### src/bcc_pkg.sv
// bcc_pkg: shared constants and types of the program-flow block
// assumes: included before every other file of the block
package bcc_pkg;
    // ========================================
    // widths
    localparam int BCC_PC_W      = 16;
    localparam int BCC_STACK_DEP = 12;
    localparam int BCC_SP_W      = 4;
    // ========================================
    // stack entry layout: pc, gate, z c n v, bank
    localparam int BCC_BANK_W    = 4;
    localparam int BCC_ENTRY_W   = BCC_PC_W + 1 + 4 + BCC_BANK_W;
    // ========================================
    // flag selector codes
    localparam logic [2:0] BCC_F_ZERO  = 3'h0;
    localparam logic [2:0] BCC_F_CARRY = 3'h1;
    localparam logic [2:0] BCC_F_OVF   = 3'h2;
    localparam logic [2:0] BCC_F_NEG   = 3'h3;
    localparam logic [2:0] BCC_F_RXB   = 3'h4;
    localparam logic [2:0] BCC_F_RXF   = 3'h5;
    localparam logic [2:0] BCC_F_RXW   = 3'h6;
    localparam logic [2:0] BCC_F_TXQ   = 3'h7;
    // ========================================
    // alu flag word bit positions
    localparam int BCC_ALU_Z = 0;
    localparam int BCC_ALU_C = 1;
    localparam int BCC_ALU_V = 2;
    localparam int BCC_ALU_N = 3;
    // link status word bit positions
    localparam int BCC_LNK_RXB = 0;
    localparam int BCC_LNK_RXF = 1;
    localparam int BCC_LNK_RXW = 2;
    localparam int BCC_LNK_TXQ = 3;
    // ========================================
    // reset values
    localparam logic [15:0] BCC_PC_RST = 16'h0000;
    localparam logic [3:0]  BCC_SP_RST = 4'h0;
    // ========================================
    // program-flow operations
    typedef enum logic [3:0] {
        BCC_OP_NONE,      // sequential, pc taken from pc_follow
        BCC_OP_SHORT_IMM, // short_branch by immediate
        BCC_OP_SHORT_REG, // short_branch by register
        BCC_OP_LONG_ABS,  // long_branch absolute
        BCC_OP_LONG_IDX,  // long_branch by index register
        BCC_OP_COND_REL,  // flag conditional / condition_alias_branch
        BCC_OP_COND_LONG, // bit conditional long_branch
        BCC_OP_DISPATCH,  // field_dispatch_branch
        BCC_OP_CALL_REL,  // short call
        BCC_OP_CALL_ABS   // long_subroutine_entry
    } bcc_op_t;
    // state of the top module
    typedef enum logic [1:0] {
        BCC_ST_RUN,
        BCC_ST_OVERFLOW
    } bcc_mode_t;
    typedef struct packed {
        logic [BCC_PC_W-1:0] pc;
        bcc_mode_t           mode;
        logic                taken;
        logic                ovf;
    } bcc_state_t;
endpackage

### src/bcc_stack_if.sv
// bcc_stack_if: push port between the flow logic and the return stack
// assumes: one clock domain
`timescale 1ns/1ps
interface bcc_stack_if;
    import bcc_pkg::*;
    logic                   push;  // one-cycle push request
    logic [BCC_ENTRY_W-1:0] data;  // entry to store
    logic                   full;  // all twelve entries used
    logic [BCC_SP_W-1:0]    depth; // entries in use
    modport ctrl (output push, output data, input full, input depth);
    modport mem  (input push, input data, output full, output depth);
endinterface

### src/bcc_flow.sv
// bcc_flow: next-pc computation for jumps, dispatch and calls
// holds the pc register, the flag and bit tests, the dispatch displacement
// and the push side of the return stack
// assumes: decoder supplies op and operands for one cycle per instruction
// assumes: pc_follow already points past the whole instruction, second word included
// assumes: alias condition forms arrive upstream as flag_sel and want_state
// assumes: returns and interrupts pop the stack through ret_pop
// assumes: one clock, asynchronous active-low reset
// limitation: a call on a full stack is only refused and flagged; the program
// then runs on from pc_follow, so firmware must keep nesting within the depth
// How it works
// - short immediate jump adds sign-extended offset
// - short register jump adds sign-extended register
// - long jump loads absolute or index value
// - conditional relative jump only when flag matches
// - selector picks alu or link status flag
// - condition alias decodes as flag conditional jump
// - each condition maps to flag and state
// - long conditional jump tests one register bit
// - dispatch rotates copy, source untouched
// - dispatch clears lowest displacement bit
// - dispatch displacement signed, added to pc
// - dispatch also clears top m bits
// - short relative and long absolute calls
// - call pushes pc, gate, flags, bank
// - return stack twelve entries deep
`timescale 1ns/1ps
module bcc_flow
    import bcc_pkg::*;
(
    input  wire logic                  clock,
    input  wire logic                  rst_n,
    input  wire logic                  exec,          // one-cycle instruction strobe
    input  wire bcc_op_t               op,            // operation to run
    input  wire logic [BCC_PC_W-1:0]   pc_follow,     // address after this instruction
    input  wire logic [7:0]            imm_off,       // relative offset operand
    input  wire logic [7:0]            src_val,       // source register value
    input  wire logic [BCC_PC_W-1:0]   abs_target,    // 16-bit absolute operand
    input  wire logic [BCC_PC_W-1:0]   index_val,     // index register
    input  wire logic [2:0]            flag_sel,      // flag selector
    input  wire logic                  want_state,    // required flag or bit state
    input  wire logic [2:0]            bit_pos,       // bit position for long test
    input  wire logic [2:0]            rot_count,     // dispatch rotate count
    input  wire logic [2:0]            mask_count,    // dispatch top bits cleared
    input  wire logic [3:0]            alu_flag_word, // z c v n
    input  wire logic [3:0]            link_status_word,
    input  wire logic                  global_irq_gate,
    input  wire logic [BCC_BANK_W-1:0] bank_sel,      // active register banks
    input  wire logic                  ret_pop,       // pop from return logic
    output logic [BCC_PC_W-1:0]        pc_out,        // registered program counter
    output logic                       branch_taken,  // registered, last op redirected
    output logic                       stack_overflow,// sticky, push refused when full
    output logic [BCC_SP_W-1:0]        stack_depth,   // entries in use
    output logic [BCC_ENTRY_W-1:0]     stack_top      // registered top entry
);
    // ========================================
    // timing
    // an op is taken at the rising edge where exec is high; pc_out, branch_taken,
    // stack_depth and stack_top show its result from that same edge on.
    // branch_taken stands for one cycle, pc_out until the next exec.
    // every target is worked out combinationally from the operands of the
    // launching cycle, so one op per cycle goes through with no stall; the price
    // is a 16-bit adder path from pc_follow into the pc register.
    // a push and a pop in one cycle: the push wins and the pop is lost; with the stack full the push is refused and the pop goes through.

    // ========================================
    // state and wires
    bcc_state_t          st_reg, st_next;
    bcc_stack_if         sif ();
    logic                flag_bit;   // selected flag
    logic                reg_bit;    // selected register bit
    logic [7:0]          rot_copy;   // rotated copy of source
    logic [7:0]          top_mask;   // clears top m bits
    logic [7:0]          disp;       // dispatch displacement
    logic [BCC_PC_W-1:0] rel_imm;    // pc + immediate
    logic [BCC_PC_W-1:0] rel_reg;    // pc + register
    logic [BCC_PC_W-1:0] rel_disp;   // pc + dispatch
    logic                is_call;    // op is one of the two calls

    // ========================================
    // flag selector decode; alias forms arrive as the same code and state
    // codes 0 to 3 read the alu flag word, 4 to 7 the link status word
    // all eight codes are legal, so the case needs no default
    always_comb begin
        unique case (flag_sel)
            BCC_F_ZERO:  flag_bit = alu_flag_word[BCC_ALU_Z];
            BCC_F_CARRY: flag_bit = alu_flag_word[BCC_ALU_C];
            BCC_F_OVF:   flag_bit = alu_flag_word[BCC_ALU_V];
            BCC_F_NEG:   flag_bit = alu_flag_word[BCC_ALU_N];
            BCC_F_RXB:   flag_bit = link_status_word[BCC_LNK_RXB];
            BCC_F_RXF:   flag_bit = link_status_word[BCC_LNK_RXF];
            BCC_F_RXW:   flag_bit = link_status_word[BCC_LNK_RXW];
            BCC_F_TXQ:   flag_bit = link_status_word[BCC_LNK_TXQ];
        endcase
    end

    // register bit test for the long conditional form
    // the decoder places the selected register on src_val
    assign reg_bit = src_val[bit_pos];

    // ========================================
    // dispatch: rotate a copy, mask top m bits and bit 0
    // the doubled copy lets a plain shift act as a rotate; src_val is never written
    // the result is even and lies between -128 and +126
    always_comb begin
        rot_copy = 8'((({src_val, src_val}) >> rot_count));
        top_mask = 8'(8'hFF >> mask_count);
        disp     = rot_copy & top_mask & 8'hFE;
    end

    // relative targets, sign extended; pc_follow is already past the jump
    // sums wrap at 16 bits, like the program space
    assign rel_imm  = pc_follow + {{8{imm_off[7]}}, imm_off};
    assign rel_reg  = pc_follow + {{8{src_val[7]}}, src_val};
    assign rel_disp = pc_follow + {{8{disp[7]}}, disp};

    // ========================================
    // call push: pc, gate, z c n v, bank
    // the entry is built every cycle; the stack only stores it on a push
    assign is_call  = (op == BCC_OP_CALL_REL) || (op == BCC_OP_CALL_ABS);
    assign sif.push = exec && is_call;
    assign sif.data = {pc_follow, global_irq_gate,
                       alu_flag_word[BCC_ALU_Z], alu_flag_word[BCC_ALU_C],
                       alu_flag_word[BCC_ALU_N], alu_flag_word[BCC_ALU_V],
                       bank_sel};

    // return stack; its top entry comes out of a register
    bcc_ret_stack #(
        .DEPTH (BCC_STACK_DEP)
    ) u_stack (
        .clock    (clock),
        .rst_n    (rst_n),
        .pop_req  (ret_pop),
        .top_data (stack_top),
        .sif      (sif.mem)
    );

    // ========================================
    // next pc
    always_comb begin
        st_next       = st_reg;
        st_next.taken = 1'b0;
        if (exec) begin
            st_next.pc = pc_follow; // fall through, past any second word
            unique case (op)
                BCC_OP_NONE: begin
                    // sequential step, nothing redirected
                end
                BCC_OP_SHORT_IMM: begin
                    // short_branch, offset from the instruction
                    st_next.pc    = rel_imm;
                    st_next.taken = 1'b1;
                end
                BCC_OP_SHORT_REG: begin
                    // short_branch, offset from a register
                    st_next.pc    = rel_reg;
                    st_next.taken = 1'b1;
                end
                BCC_OP_LONG_ABS: begin
                    // long_branch to the absolute operand
                    st_next.pc    = abs_target;
                    st_next.taken = 1'b1;
                end
                BCC_OP_LONG_IDX: begin
                    // long_branch through the index register
                    st_next.pc    = index_val;
                    st_next.taken = 1'b1;
                end
                BCC_OP_COND_REL: begin
                    // a miss keeps the fall-through pc set above
                    if (flag_bit == want_state) begin
                        st_next.pc    = rel_imm;
                        st_next.taken = 1'b1;
                    end
                end
                BCC_OP_COND_LONG: begin
                    // on a miss pc_follow itself skips the second word
                    if (reg_bit == want_state) begin
                        st_next.pc    = abs_target;
                        st_next.taken = 1'b1;
                    end
                end
                BCC_OP_DISPATCH: begin
                    // always taken; the table decides where it lands
                    st_next.pc    = rel_disp;
                    st_next.taken = 1'b1;
                end
                BCC_OP_CALL_REL, BCC_OP_CALL_ABS: begin
                    // a call with the stack full is refused and flagged
                    if (sif.full) begin
                        st_next.mode = BCC_ST_OVERFLOW;
                        st_next.ovf  = 1'b1;
                    end else begin
                        // push and redirect in the same cycle
                        st_next.pc    = (op == BCC_OP_CALL_REL) ? rel_imm : abs_target;
                        st_next.taken = 1'b1;
                    end
                end
                default: begin
                    // spare op codes act as a sequential step
                end
            endcase
        end
    end

    // state register
    // asynchronous reset loads constants only
    always_ff @(posedge clock or negedge rst_n) begin
        if (!rst_n) begin
            st_reg <= '{pc: BCC_PC_RST, mode: BCC_ST_RUN, taken: 1'b0, ovf: 1'b0};
        end else begin
            st_reg <= st_next;
        end
    end

    // ========================================
    // outputs, all straight from registers
    assign pc_out         = st_reg.pc;
    assign branch_taken   = st_reg.taken;
    assign stack_overflow = st_reg.ovf;
    assign stack_depth    = sif.depth;
endmodule

### src/bcc_ret_stack.sv
// bcc_ret_stack: twelve-entry return stack, push and pop sides
// assumes: pops come from return logic elsewhere via pop_req
`timescale 1ns/1ps
module bcc_ret_stack
    import bcc_pkg::*;
#(
    parameter int DEPTH = BCC_STACK_DEP
) (
    input  wire logic                   clock,
    input  wire logic                   rst_n,
    input  wire logic                   pop_req,
    output logic [BCC_ENTRY_W-1:0]      top_data,
    bcc_stack_if.mem                    sif
);
    // ========================================
    // state
    typedef struct packed {
        logic [BCC_SP_W-1:0]    sp;
        logic [BCC_ENTRY_W-1:0] top;
    } bcc_stk_state_t;
    bcc_stk_state_t                st_reg, st_next;
    logic [BCC_ENTRY_W-1:0]        mem [DEPTH]; // entries, no reset needed
    logic [BCC_SP_W-1:0]           rd_idx;

    // entry below the pointer after a pop
    always_comb begin
        rd_idx = st_reg.sp - 4'h2;
    end

    // ========================================
    // pointer and top-entry register
    always_comb begin
        st_next = st_reg;
        if (sif.push && !sif.full) begin
            st_next.sp  = st_reg.sp + 4'h1;
            st_next.top = sif.data;
        end else if (pop_req && st_reg.sp != BCC_SP_RST) begin
            // read data kept in a register, not straight from memory
            st_next.sp  = st_reg.sp - 4'h1;
            st_next.top = (st_reg.sp > 4'h1) ? mem[rd_idx] : '0;
        end
    end

    always_ff @(posedge clock or negedge rst_n) begin
        if (!rst_n) begin
            st_reg <= '0;
        end else begin
            st_reg <= st_next;
        end
    end

    // memory write; a push when full is dropped, never overwrites
    always_ff @(posedge clock) begin
        if (sif.push && !sif.full) begin
            mem[st_reg.sp] <= sif.data;
        end
    end

    assign sif.full  = (st_reg.sp == BCC_SP_W'(DEPTH));
    assign sif.depth = st_reg.sp;
    assign top_data  = st_reg.top;
endmodule

### config.mk
export PLATFORM = sky130hd
export DESIGN_NAME = bcc_flow
export DESIGN_NICKNAME = d
export VERILOG_FILES = /design/src/bcc_pkg.sv /design/src/bcc_stack_if.sv /design/src/bcc_flow.sv /design/src/bcc_ret_stack.sv
export SDC_FILE = /design/constraint.sdc
export NUM_CORES = 1
export LEC_CHECK = 0
export ABC_AREA = 1
export BUFFER_PORTS_ARGS = -buffer_cell sky130_fd_sc_hd__buf_4
export CELL_PAD_IN_SITES_DETAIL_PLACEMENT = 0
export CELL_PAD_IN_SITES_GLOBAL_PLACEMENT = 1
export CORE_MARGIN = 1.5
export CORE_UTILIZATION = 48
export CTS_BUF_LIST = sky130_fd_sc_hd__clkbuf_8
export CTS_CLUSTER_SIZE = 14
export DETAILED_ROUTE_END_ITERATION = 8
export PLACE_DENSITY_LB_ADDON = 0.1
export SYNTH_ARGS = -nofsm -noshare
export SYNTH_HDL_FRONTEND = slang
export SYNTH_SLANG_ARGS = --single-unit
### constraint.sdc
create_clock -name clock -period 5.15 [get_ports clock]
set_input_delay 0.7725 -clock clock [delete_from_list [all_inputs] [get_ports clock]]
set_output_delay 0.7725 -clock clock [all_outputs]
set_load 0.05 [all_outputs]
==> metrics, run 1 <==
status=finished, final reports clean; WP data required=roughly 5.5 ns; TNS Setup=0 ns; I/O pin total=approximately 150; Placed Instances=between 2k and 3k; Syn Inst Count=1972; post-cts resize count=0; Root Buffer=clkbuf_8; Worst Path Arrival=a little over 4 ns; max reg flops=300; largest net degree at the start of global routing=104; worst IR drop on VDD=0.000314 V; worst hold path class=in -> async; Crit. End Element=flip-flop; Yosys top cell area share=0.496; Worst path max stage delay=around 0.83 ns; Via Count=15.2k; layout cells sized above 1=0.138; Syn-to-layout area delta=15.3%; initial antenna violation count=2; clock sinks=347; Worst-Margin Slew=1.06 ns; CP top delay family=simple AND/OR/NAND/NOR gates; top_reg_cell synth=edfxtp_1; part of the Yosys area used for sequential elements=0.561; clk_skew=roughly 0.027 ns; die width=around 200 um; Biggest register=u_stack.mem; initial cell density of the core=0.485; core area=about 37000 um^2; clock latency on the worst-skew pair=0.65 ns; Max-cap violations=0; crit path max fanout=54; Pwr Density=between 400 and 500 nW/um^2; number of synthesized flops with an enable pin=300; Synth Area in Adders=0.0391; critical-path cell with the highest stage delay=dfrtp_4; Die H=slightly below 200 um; Nets=roughly 2.3k; Ys Warns=0; XOR/XNOR share of the synthesized area=0.00723; GP Congestion=approximately 0.96; fraction of registers with async set/reset=0.135; full die area=between 30000 and 40000 um^2; Synth cell types=49; antenna viol nets, final=0; CP Launch Type=flip-flop; top post-synthesis cells by count=nand2_1 (406), edfxtp_1 (300), nor2_1 (245), o21ai_0 (214), nand3_1 (163); CP bufs+invs=3; CTS tree=done; Port Buffers=~140; RSZ-0062 raised after global routing=no; crit share post-route=0.734; # setup viols final=0; Wirelength per Cell=approximately 22 um; Syn Nets=2125; Lkg Pwr=approximately 8.6 nW; #FFs+latches synth=between 300 and 400; DP HPWL=~40000 um; DRT iter0 DRCs=between 1k and 1.5k; post-CTS setup buffers=0; largest family of logic cells by synthesized area=simple AND/OR/NAND/NOR gates; num rows=71; All-Layer GR Usage=0.306; DR DRC count=0; Max-slew headroom=0.292; crit path kind=reg -> reg; Max clock buf depth=3; vias in the first global route=between 10k and 15k; Synth area leaders=edfxtp_1 (50%), nand2_1 (8.4%), dfrtp_1 (6.5%); First-pass DRT Iterations=5; cts bufs inserted=57; mux cell area share after synthesis=0; final wirelength=59300 um; max-slew violation count=0; post-synthesis simple-gate area fraction=0.207; worst path cell trace=inv_4 > ha_1 > nand3_1 > nand2_2 > nor2_8 > inv_2 > nor3_2 > buf_4; area leader, netlist=edfxtp_1; drt via density=approximately 5.7; Final Hold Vio Count=0; Final min period=3.78 ns; total grt overflow=0; Peak Freq=~260 MHz; first-pass GRT wire length=about 88000 um; post-synthesis compound-gate area fraction=0.135; cts hold-fix bufs=0; syn avg cell area=around 9.2 um^2; Clock transition at path regs=0.07 ns; # H-tree levels=2; cell with the most instances after synthesis=nand2_1; final std cells w/o fill=2678; post-synthesis instance area=18200 um^2
through the flow:
stage | utilization | hold WS, ns | setup WS [ns] | power [mW] | cell area, um^2
after detailed placement | 0.528 | 0.467 | 1.42 | 7.51 | 19800
final | 0.559 | 0.194 | 1.37 | 9.86 | 20900
after CTS | 0.559 | 0.177 | 1.41 | 9.91 | 20900
after global placement | 0.528 | 0.468 | 1.47 | 7.49 | 19800
after global routing | 0.559 | 0.214 | 1.23 | 10.4 | 20900
after floorplan | - | 0.477 | 0.465 | 6.13 | 18200
worst reg2reg max path, stage by stage (launching register included):
cell	delay [ns]
dfrtp_4	0.83
inv_4	0.05
ha_1	0.22
nand3_1	0.27
nand2_2	0.21
nor2_8	0.39
inv_2	0.36
nor3_2	0.78
buf_4	0.36
cells by family (layout without fill, tap and decap cells):
logic type,after synthesis,in the layout
adders and majority gates,55,55
buffers and inverters,239,432
DFF,347,347
xor gates and xnor gates,15,15
other,0,2
AOI/OAI and AO/OA,429,429
and+or+nand+nor,887,887
worst paths after layout:
kind	cells past startpoint	slack (ns)	start	to
setup reg to reg	8	1.37	u_stack.sif.depth[0]$_DFFE_PN0P_	u_stack.mem[8][17]$_DFFE_PP_
min in group clock	1	0.43	bank_sel[3]	u_stack.mem[11][3]$_DFFE_PP_
setup / recovery	8	1.37	u_stack.sif.depth[0]$_DFFE_PN0P_	u_stack.mem[8][17]$_DFFE_PP_
hold reg to reg	1	0.48	st_reg[2]$_DFFE_PN0P_	st_reg[2]$_DFFE_PN0P_
hold / removal	1	0.19	rst_n	u_stack.top_data[0]$_DFFE_PN0P_
max in group asynchronous	1	4.36	rst_n	u_stack.sif.depth[1]$_DFFE_PN0P_
report_power, final:
group,leakage (nW),switching (mW),internal [mW],total (mW)
logic,4.66,2.85,1.18,4.03
registers,3.27,0.194,3.24,3.43
clock network,0.640,1.14,1.25,2.39
cell usage in the layout, fill, tap and decap left out, types with 12 or more instances in the layout:
| cell | instances |
|---|---|
| a21oi_1 | 70 |
| buf_4 | 167 |
| clkbuf_8 | 64 |
| clkinv_2 | 12 |
| dfrtp_1 | 45 |
| edfxtp_1 | 300 |
| ha_1 | 52 |
| inv_1 | 164 |
| nand2_1 | 406 |
| nand3_1 | 163 |
| nand4_1 | 18 |
| nor2_1 | 242 |
| o211ai_1 | 19 |
| o21ai_0 | 214 |
| o221ai_1 | 18 |
| o22ai_1 | 76 |
cell type report:
type                       instances  area (um^2)
clock inverter                    42          263
fill                            3450        16500
inverter                         159          599
clock buffer                      64          881
timing repair buffer             167         1250
antenna                            2         5.00
tap                              511          639
multi-input combinational       1386         7110
sequential                       347        10200
layer usage:
layer  part of all wire  track usage
met1               0.42        0.412
met4              0.045        0.150
met5            0.00022            0
met3              0.065       0.0389
met2               0.47        0.491
(Power assumes the default switching activity.)
==> run 2, diff against run 1 <==
==> constraint.sdc (replaced) <==
create_clock -name clock -period 3.96 [get_ports clock]
set_input_delay 0.594 -clock clock [delete_from_list [all_inputs] [get_ports clock]]
set_output_delay 0.594 -clock clock [all_outputs]
set_load 0.05 [all_outputs]
==> run 2 against run 1 <==
  * Fmax up 15%
  * Via count increased by 1.7%
  * Register-to-register slack worse by 0.69 ns
  * Highest routed layer is now met4
  * Largest power group unchanged
  * Sequential share of layout area shrank 0.064 points
==> metrics, run 2 (same netlist as run 1, synthesis figures left out) <==
cts bufs inserted=56; drt via density=approximately 5.8; Nets=around 2.3k; Wirelength per Cell=22.7 um; CTS tree=done; I/O pin total=145; Lkg Pwr=about 8.6 nW; Placed Instances=between 2k and 3k; # H-tree levels=2; CP Launch Type=flip-flop; area occupied by multi-input gates=a little over 7000 um^2; critical-path cell with the highest stage delay=nor2_4; Worst-Margin Slew=a little under 1 ns; Syn-to-layout area delta=15.4%; post-cts resize count=0; first-pass GRT wire length=roughly 90000 um; final std cells w/o fill=2687; Max-slew headroom=0.351; fill count=approximately 3.5k; core area=approximately 37000 um^2; crit path kind=reg -> reg; clock latency on the worst-skew pair=0.65 ns; die width=approximately 200 um; storage element area=a little over 10000 um^2; First-pass DRT Iterations=6; Biggest register=u_stack.mem; Peak Freq=roughly 300 MHz; Final min period=approximately 3.3 ns; Die H=between 150 and 200 um; CP bufs+invs=2; Worst path max stage delay=roughly 0.73 ns; DP HPWL=about 40000 um; All-Layer GR Usage=0.313; Root Buffer=clkbuf_8; initial antenna violation count=3; worst path cell trace=inv_2 > ha_1 > nand3_1 > nand2_2 > nor2_8 > nor2_4 > inv_2 > nand3_1 > o211ai_1; Crit. End Element=flip-flop; clock sinks=~350; TNS Setup=0 ns; crit share post-route=0.827; post-CTS setup buffers=0; # setup viols final=0; clk_skew=roughly 0.014 ns; DRT iter0 DRCs=1313; commonest non-fill, non-tap cell in the layout=nand2_1; Final Hold Vio Count=0; layout cells sized above 1=0.137; Max clock buf depth=3; GP Congestion=around 1.0; worst IR drop on VDD=slightly above 0.0005 V; Via Count=approximately 16k; most frequent cells in the layout=nand2_1 (406), edfxtp_1 (300), nor2_1 (242); CP top delay family=simple AND/OR/NAND/NOR gates; max-slew violation count=0; DR DRC count=0; crit path max fanout=34; Worst Path Arrival=approximately 3.8 ns; total grt overflow=0; full die area=39000 um^2; RSZ-0062 raised after global routing=no; vias in the first global route=14.8k; initial cell density of the core=0.485; worst hold path class=in -> async; antenna viol nets, final=0; largest net degree at the start of global routing=98; Max-cap violations=0; worst hold slack=between 0.015 and 0.02 ns; max reg flops=300; final wirelength=between 60000 and 70000 um; Clock transition at path regs=approximately 0.06 ns; WP data required=4.46 ns; num rows=slightly above 70; status=finished, final reports clean; cts hold-fix bufs=0; Port Buffers=about 140; Pwr Density=approximately 610 nW/um^2
-- run 2: changes by cell type in the layout (fill, tap and decap cells not counted), sizes merged --
| cell | before | now |
|---|---|---|
| buf | 167 | 176 |
| clkbuf | 64 | 59 |
| clkinv | 24 | 22 |
| clkinvlp | 4 | 0 |
| inv | 171 | 182 |
-- run 2: per-layer routing --
layer / vias to the layer above / wire [um] / GRT usage
met5: - / 0 / 0
met4: 0 / 2280 / 0.136
met3: 112 / 4080 / 0.0466
met2: 630 / 28900 / 0.510
met1: 7520 / 25700 / 0.418
li1: 7250 / - / -
-- run 2: power by group --
group / switching (mW) / leakage (nW) / internal (mW) / total (mW)
clock: 1.50 / 0.646 / 1.53 / 3.04
combinational: 3.83 / 4.70 / 1.56 / 5.39
sequential: 0.191 / 3.27 / 4.21 / 4.40
-- run 2: metrics by stage --
step	total power, mW	setup WS [ns]	utilization	instance area, um^2
after floorplan	7.98	-0.725	-	18200
after global placement	9.81	0.494	0.530	19900
after detailed placement	9.85	0.456	0.530	19900
after CTS	12.9	0.712	0.559	21000
after global routing	13.5	0.423	0.559	21000
final	12.8	0.685	0.559	21000
-- run 2: cell type report --
cell class                 count  share of cell area
multi-input combinational   1386               0.339
inverter                     159              0.0286
clock buffer                  59              0.0387
clock inverter                47              0.0133
sequential                   347               0.486
timing repair buffer         176              0.0636
antenna                        2            0.000239
tap                          511              0.0305
-- run 2: worst paths after layout --
kind | start | endpoint | slack (ns) | cells after the start
worst max-delay path | u_stack.sif.depth[1]$_DFFE_PN0P_ | u_stack.top_data[14]$_DFFE_PN0P_ | 0.69 | 9
worst min-delay path | rst_n | u_stack.top_data[8]$_DFFE_PN0P_ | 0.02 | 1
worst max register to register | u_stack.sif.depth[1]$_DFFE_PN0P_ | u_stack.top_data[14]$_DFFE_PN0P_ | 0.69 | 9
worst min register to register | st_reg[2]$_DFFE_PN0P_ | st_reg[2]$_DFFE_PN0P_ | 0.49 | 1
max in group asynchronous | rst_n | u_stack.sif.depth[0]$_DFFE_PN0P_ | 3.36 | 1
min in group clock | bank_sel[3] | u_stack.mem[8][3]$_DFFE_PP_ | 0.23 | 1
-- run 2: worst reg2reg max path, stage by stage (launching register included) --
cell and delay, ns:
dfrtp_2 0.40, inv_2 0.26, ha_1 0.23, nand3_1 0.27, nand2_2 0.29, nor2_8 0.12
nor2_4 0.74, inv_2 0.47, nand3_1 0.25, o211ai_1 0.10
==> run 3, diff against run 2 <==
--- a/config.mk
+++ b/config.mk
@@ -10,7 +10,7 @@
 export CELL_PAD_IN_SITES_DETAIL_PLACEMENT = 0
 export CELL_PAD_IN_SITES_GLOBAL_PLACEMENT = 1
 export CORE_MARGIN = 1.5
-export CORE_UTILIZATION = 48
+export CORE_UTILIZATION = 44
 export CTS_BUF_LIST = sky130_fd_sc_hd__clkbuf_8
 export CTS_CLUSTER_SIZE = 14
 export DETAILED_ROUTE_END_ITERATION = 8
==> constraint.sdc (replaced) <==
create_clock -name clock -period 3 [get_ports clock]
set_input_delay 0.45 -clock clock [delete_from_list [all_inputs] [get_ports clock]]
set_output_delay 0.45 -clock clock [all_outputs]
set_load 0.05 [all_outputs]
==> run 3 against run 2 <==
  * Cell count up 3.1%
  * Sequential share of layout area down 1.6 points
  * Worst setup slack lost 0.40 ns
  * Global-route usage shrank 2.1 points
  * Fmax rose by 20%
  * Critical path depth shrank 3
  * Via count down 0.54%
  * Non-clock buffer count increased by 62
  * Utilization down 2.8 points
  * Clock power increased by 37%
  * Largest power group unchanged
  * Clock skew is 0.0057 ns higher
  * Largest cell class unchanged
==> metrics, run 3 (same netlist as run 1, synthesis figures left out) <==
status=finished, final reports clean; DR DRC count=0; Int Pwr=between 10 and 15 mW; TNS Setup=0 ns; WP data required=roughly 3.3 ns; max reg flops=300; CTS tree=done; GP Congestion=about 0.96; antenna viol nets, final=0; Logic pwr share=0.426; Placed Instances=between 2k and 3k; Worst-Margin Slew=around 1.1 ns; Wirelength per Cell=approximately 22 um; Clk network pwr share=0.241; Max-slew headroom=0.236; Root Buffer=clkbuf_8; drt via density=between 5 and 6; final wirelength=slightly above 60000 um; Die H=206 um; crit share post-route=0.907; clock latency on the worst-skew pair=about 0.64 ns; Final Hold Vio Count=0; Via Count=~15k; vias in the first global route=~15k; Register-to-Register Setup Slack=around 0.28 ns; clock sinks=~350; crit path kind=reg -> reg; Peak Freq=approximately 370 MHz; switching share of total power=0.419; worst IR drop on VDD=about 0.00048 V; Final min period=2.72 ns; Crit. End Element=flip-flop; Worst Path Arrival=3.01 ns; worst hold path class=in -> reg; storage element area=roughly 10000 um^2; clk_skew=between 0.015 and 0.02 ns; Port Buffers=144; # H-tree levels=2; final std cells w/o fill=2769; area occupied by multi-input gates=slightly above 7000 um^2; total grt overflow=0; Sequential Power Share=0.333; first-pass GRT wire length=between 90000 and 100000 um; max-slew violation count=0; Max-cap violations=0; layout cells sized above 1=0.161; fill count=between 3k and 4k; commonest non-fill, non-tap cell in the layout=nand2_1; First-pass DRT Iterations=6; # setup viols final=0; die width=about 210 um; Biggest register=u_stack.mem; core area=40800 um^2; All-Layer GR Usage=0.292; Sw Pwr=7.27 mW; Max clock buf depth=3; num rows=74; Syn-to-layout area delta=19.4%; largest net degree at the start of global routing=about 160; Pwr Density=~800 nW/um^2; DP HPWL=~40000 um; crit path max fanout=97; Nets=around 2.3k; most frequent cells in the layout=nand2_1 (406), edfxtp_1 (300), nor2_1 (242); DRT iter0 DRCs=~1.3k; CP Launch Type=flip-flop; I/O pin total=about 150; cts bufs inserted=between 50 and 60; full die area=between 40000 and 50000 um^2; Lkg Pwr=between 9 and 10 nW; RSZ-0062 raised after global routing=no; Antenna Diode Count=0; initial cell density of the core=0.445; Clock transition at path regs=0.06 ns; initial antenna violation count=0
## run 3: cell count changes in the layout (fill, tap and decap cells not counted), sizes merged
cell,delta
inv,-7
bufinv,+2
diode,-2
clkbuf,+5
nor2,+1
dlygate4sd3,+1
clkinv,-1
buf,+61
clkinvlp,+1
## run 3: metal layers
metal,share of wire,vias to the layer above,global-route usage
met5,0,-,0
met4,0.034,0,0.111
met3,0.056,99,0.0361
met2,0.49,514,0.502
met1,0.42,7439,0.376
li1,-,7376,-
## run 3: cell type report
class	instances	area share
clock inverter	42	0.0131
multi-input combinational	1387	0.333
sequential	347	0.470
clock buffer	64	0.0406
inverter	159	0.0277
timing repair buffer	238	0.0853
tap	532	0.0307
## run 3: power by group through the flow
stage / clock, mW / sequential [mW] / combinational [mW]
after global routing: 4.48 / 5.80 / 8.06
after global placement: 0 / 5.87 / 7.33
after detailed placement: 0 / 5.87 / 7.38
after floorplan: 0 / 6.63 / 4.03
final: 4.18 / 5.78 / 7.39
after CTS: 4.28 / 5.78 / 7.41
## run 3: final timing paths
path | from | end | depth (start not counted)
worst max-delay path | u_stack.sif.depth[0]$_DFFE_PN0P_ | u_stack.mem[2][5]$_DFFE_PP_ | 6
worst min-delay path | alu_flag_word[2] | u_stack.mem[2][4]$_DFFE_PP_ | 1
worst max register to register | u_stack.sif.depth[0]$_DFFE_PN0P_ | u_stack.mem[2][5]$_DFFE_PP_ | 6
worst min register to register | pc_out[10]$_DFFE_PN0P_ | pc_out[10]$_DFFE_PN0P_ | 2
max in group asynchronous | rst_n | u_stack.sif.depth[0]$_DFFE_PN0P_ | 2
min in group asynchronous | rst_n | u_stack.top_data[7]$_DFFE_PN0P_ | 2
## run 3: critical path: stages (launching register included)
cell     delay [ns]
dfrtp_4        0.51
inv_4          0.09
buf_4          0.76
ha_1           0.28
inv_1          0.13
nor3_4         0.23
buf_4          0.36
## run 3: timing repair
item	4_1_cts	5_1_grt
hold buffers	1	0
cloned	1	0
setup buffers	0	0
gates resized for setup	0	1
hold endpoints to repair	47	0
endpoints found under the setup margin	18	1
pin swaps	1	0
## run 3: through the flow
step	util	total power [mW]	hold slack, ns	setup slack (ns)	cell area [um^2]
after detailed placement	0.502	13.2	0.469	-0.238	20500
after CTS	0.531	17.5	0.0593	0.235	21700
final	0.531	17.3	0.112	0.280	21700
after floorplan	-	10.7	0.154	0.00285	18400
after global placement	0.502	13.2	0.471	-0.209	20500
after global routing	0.531	18.3	0.0759	0.105	21700
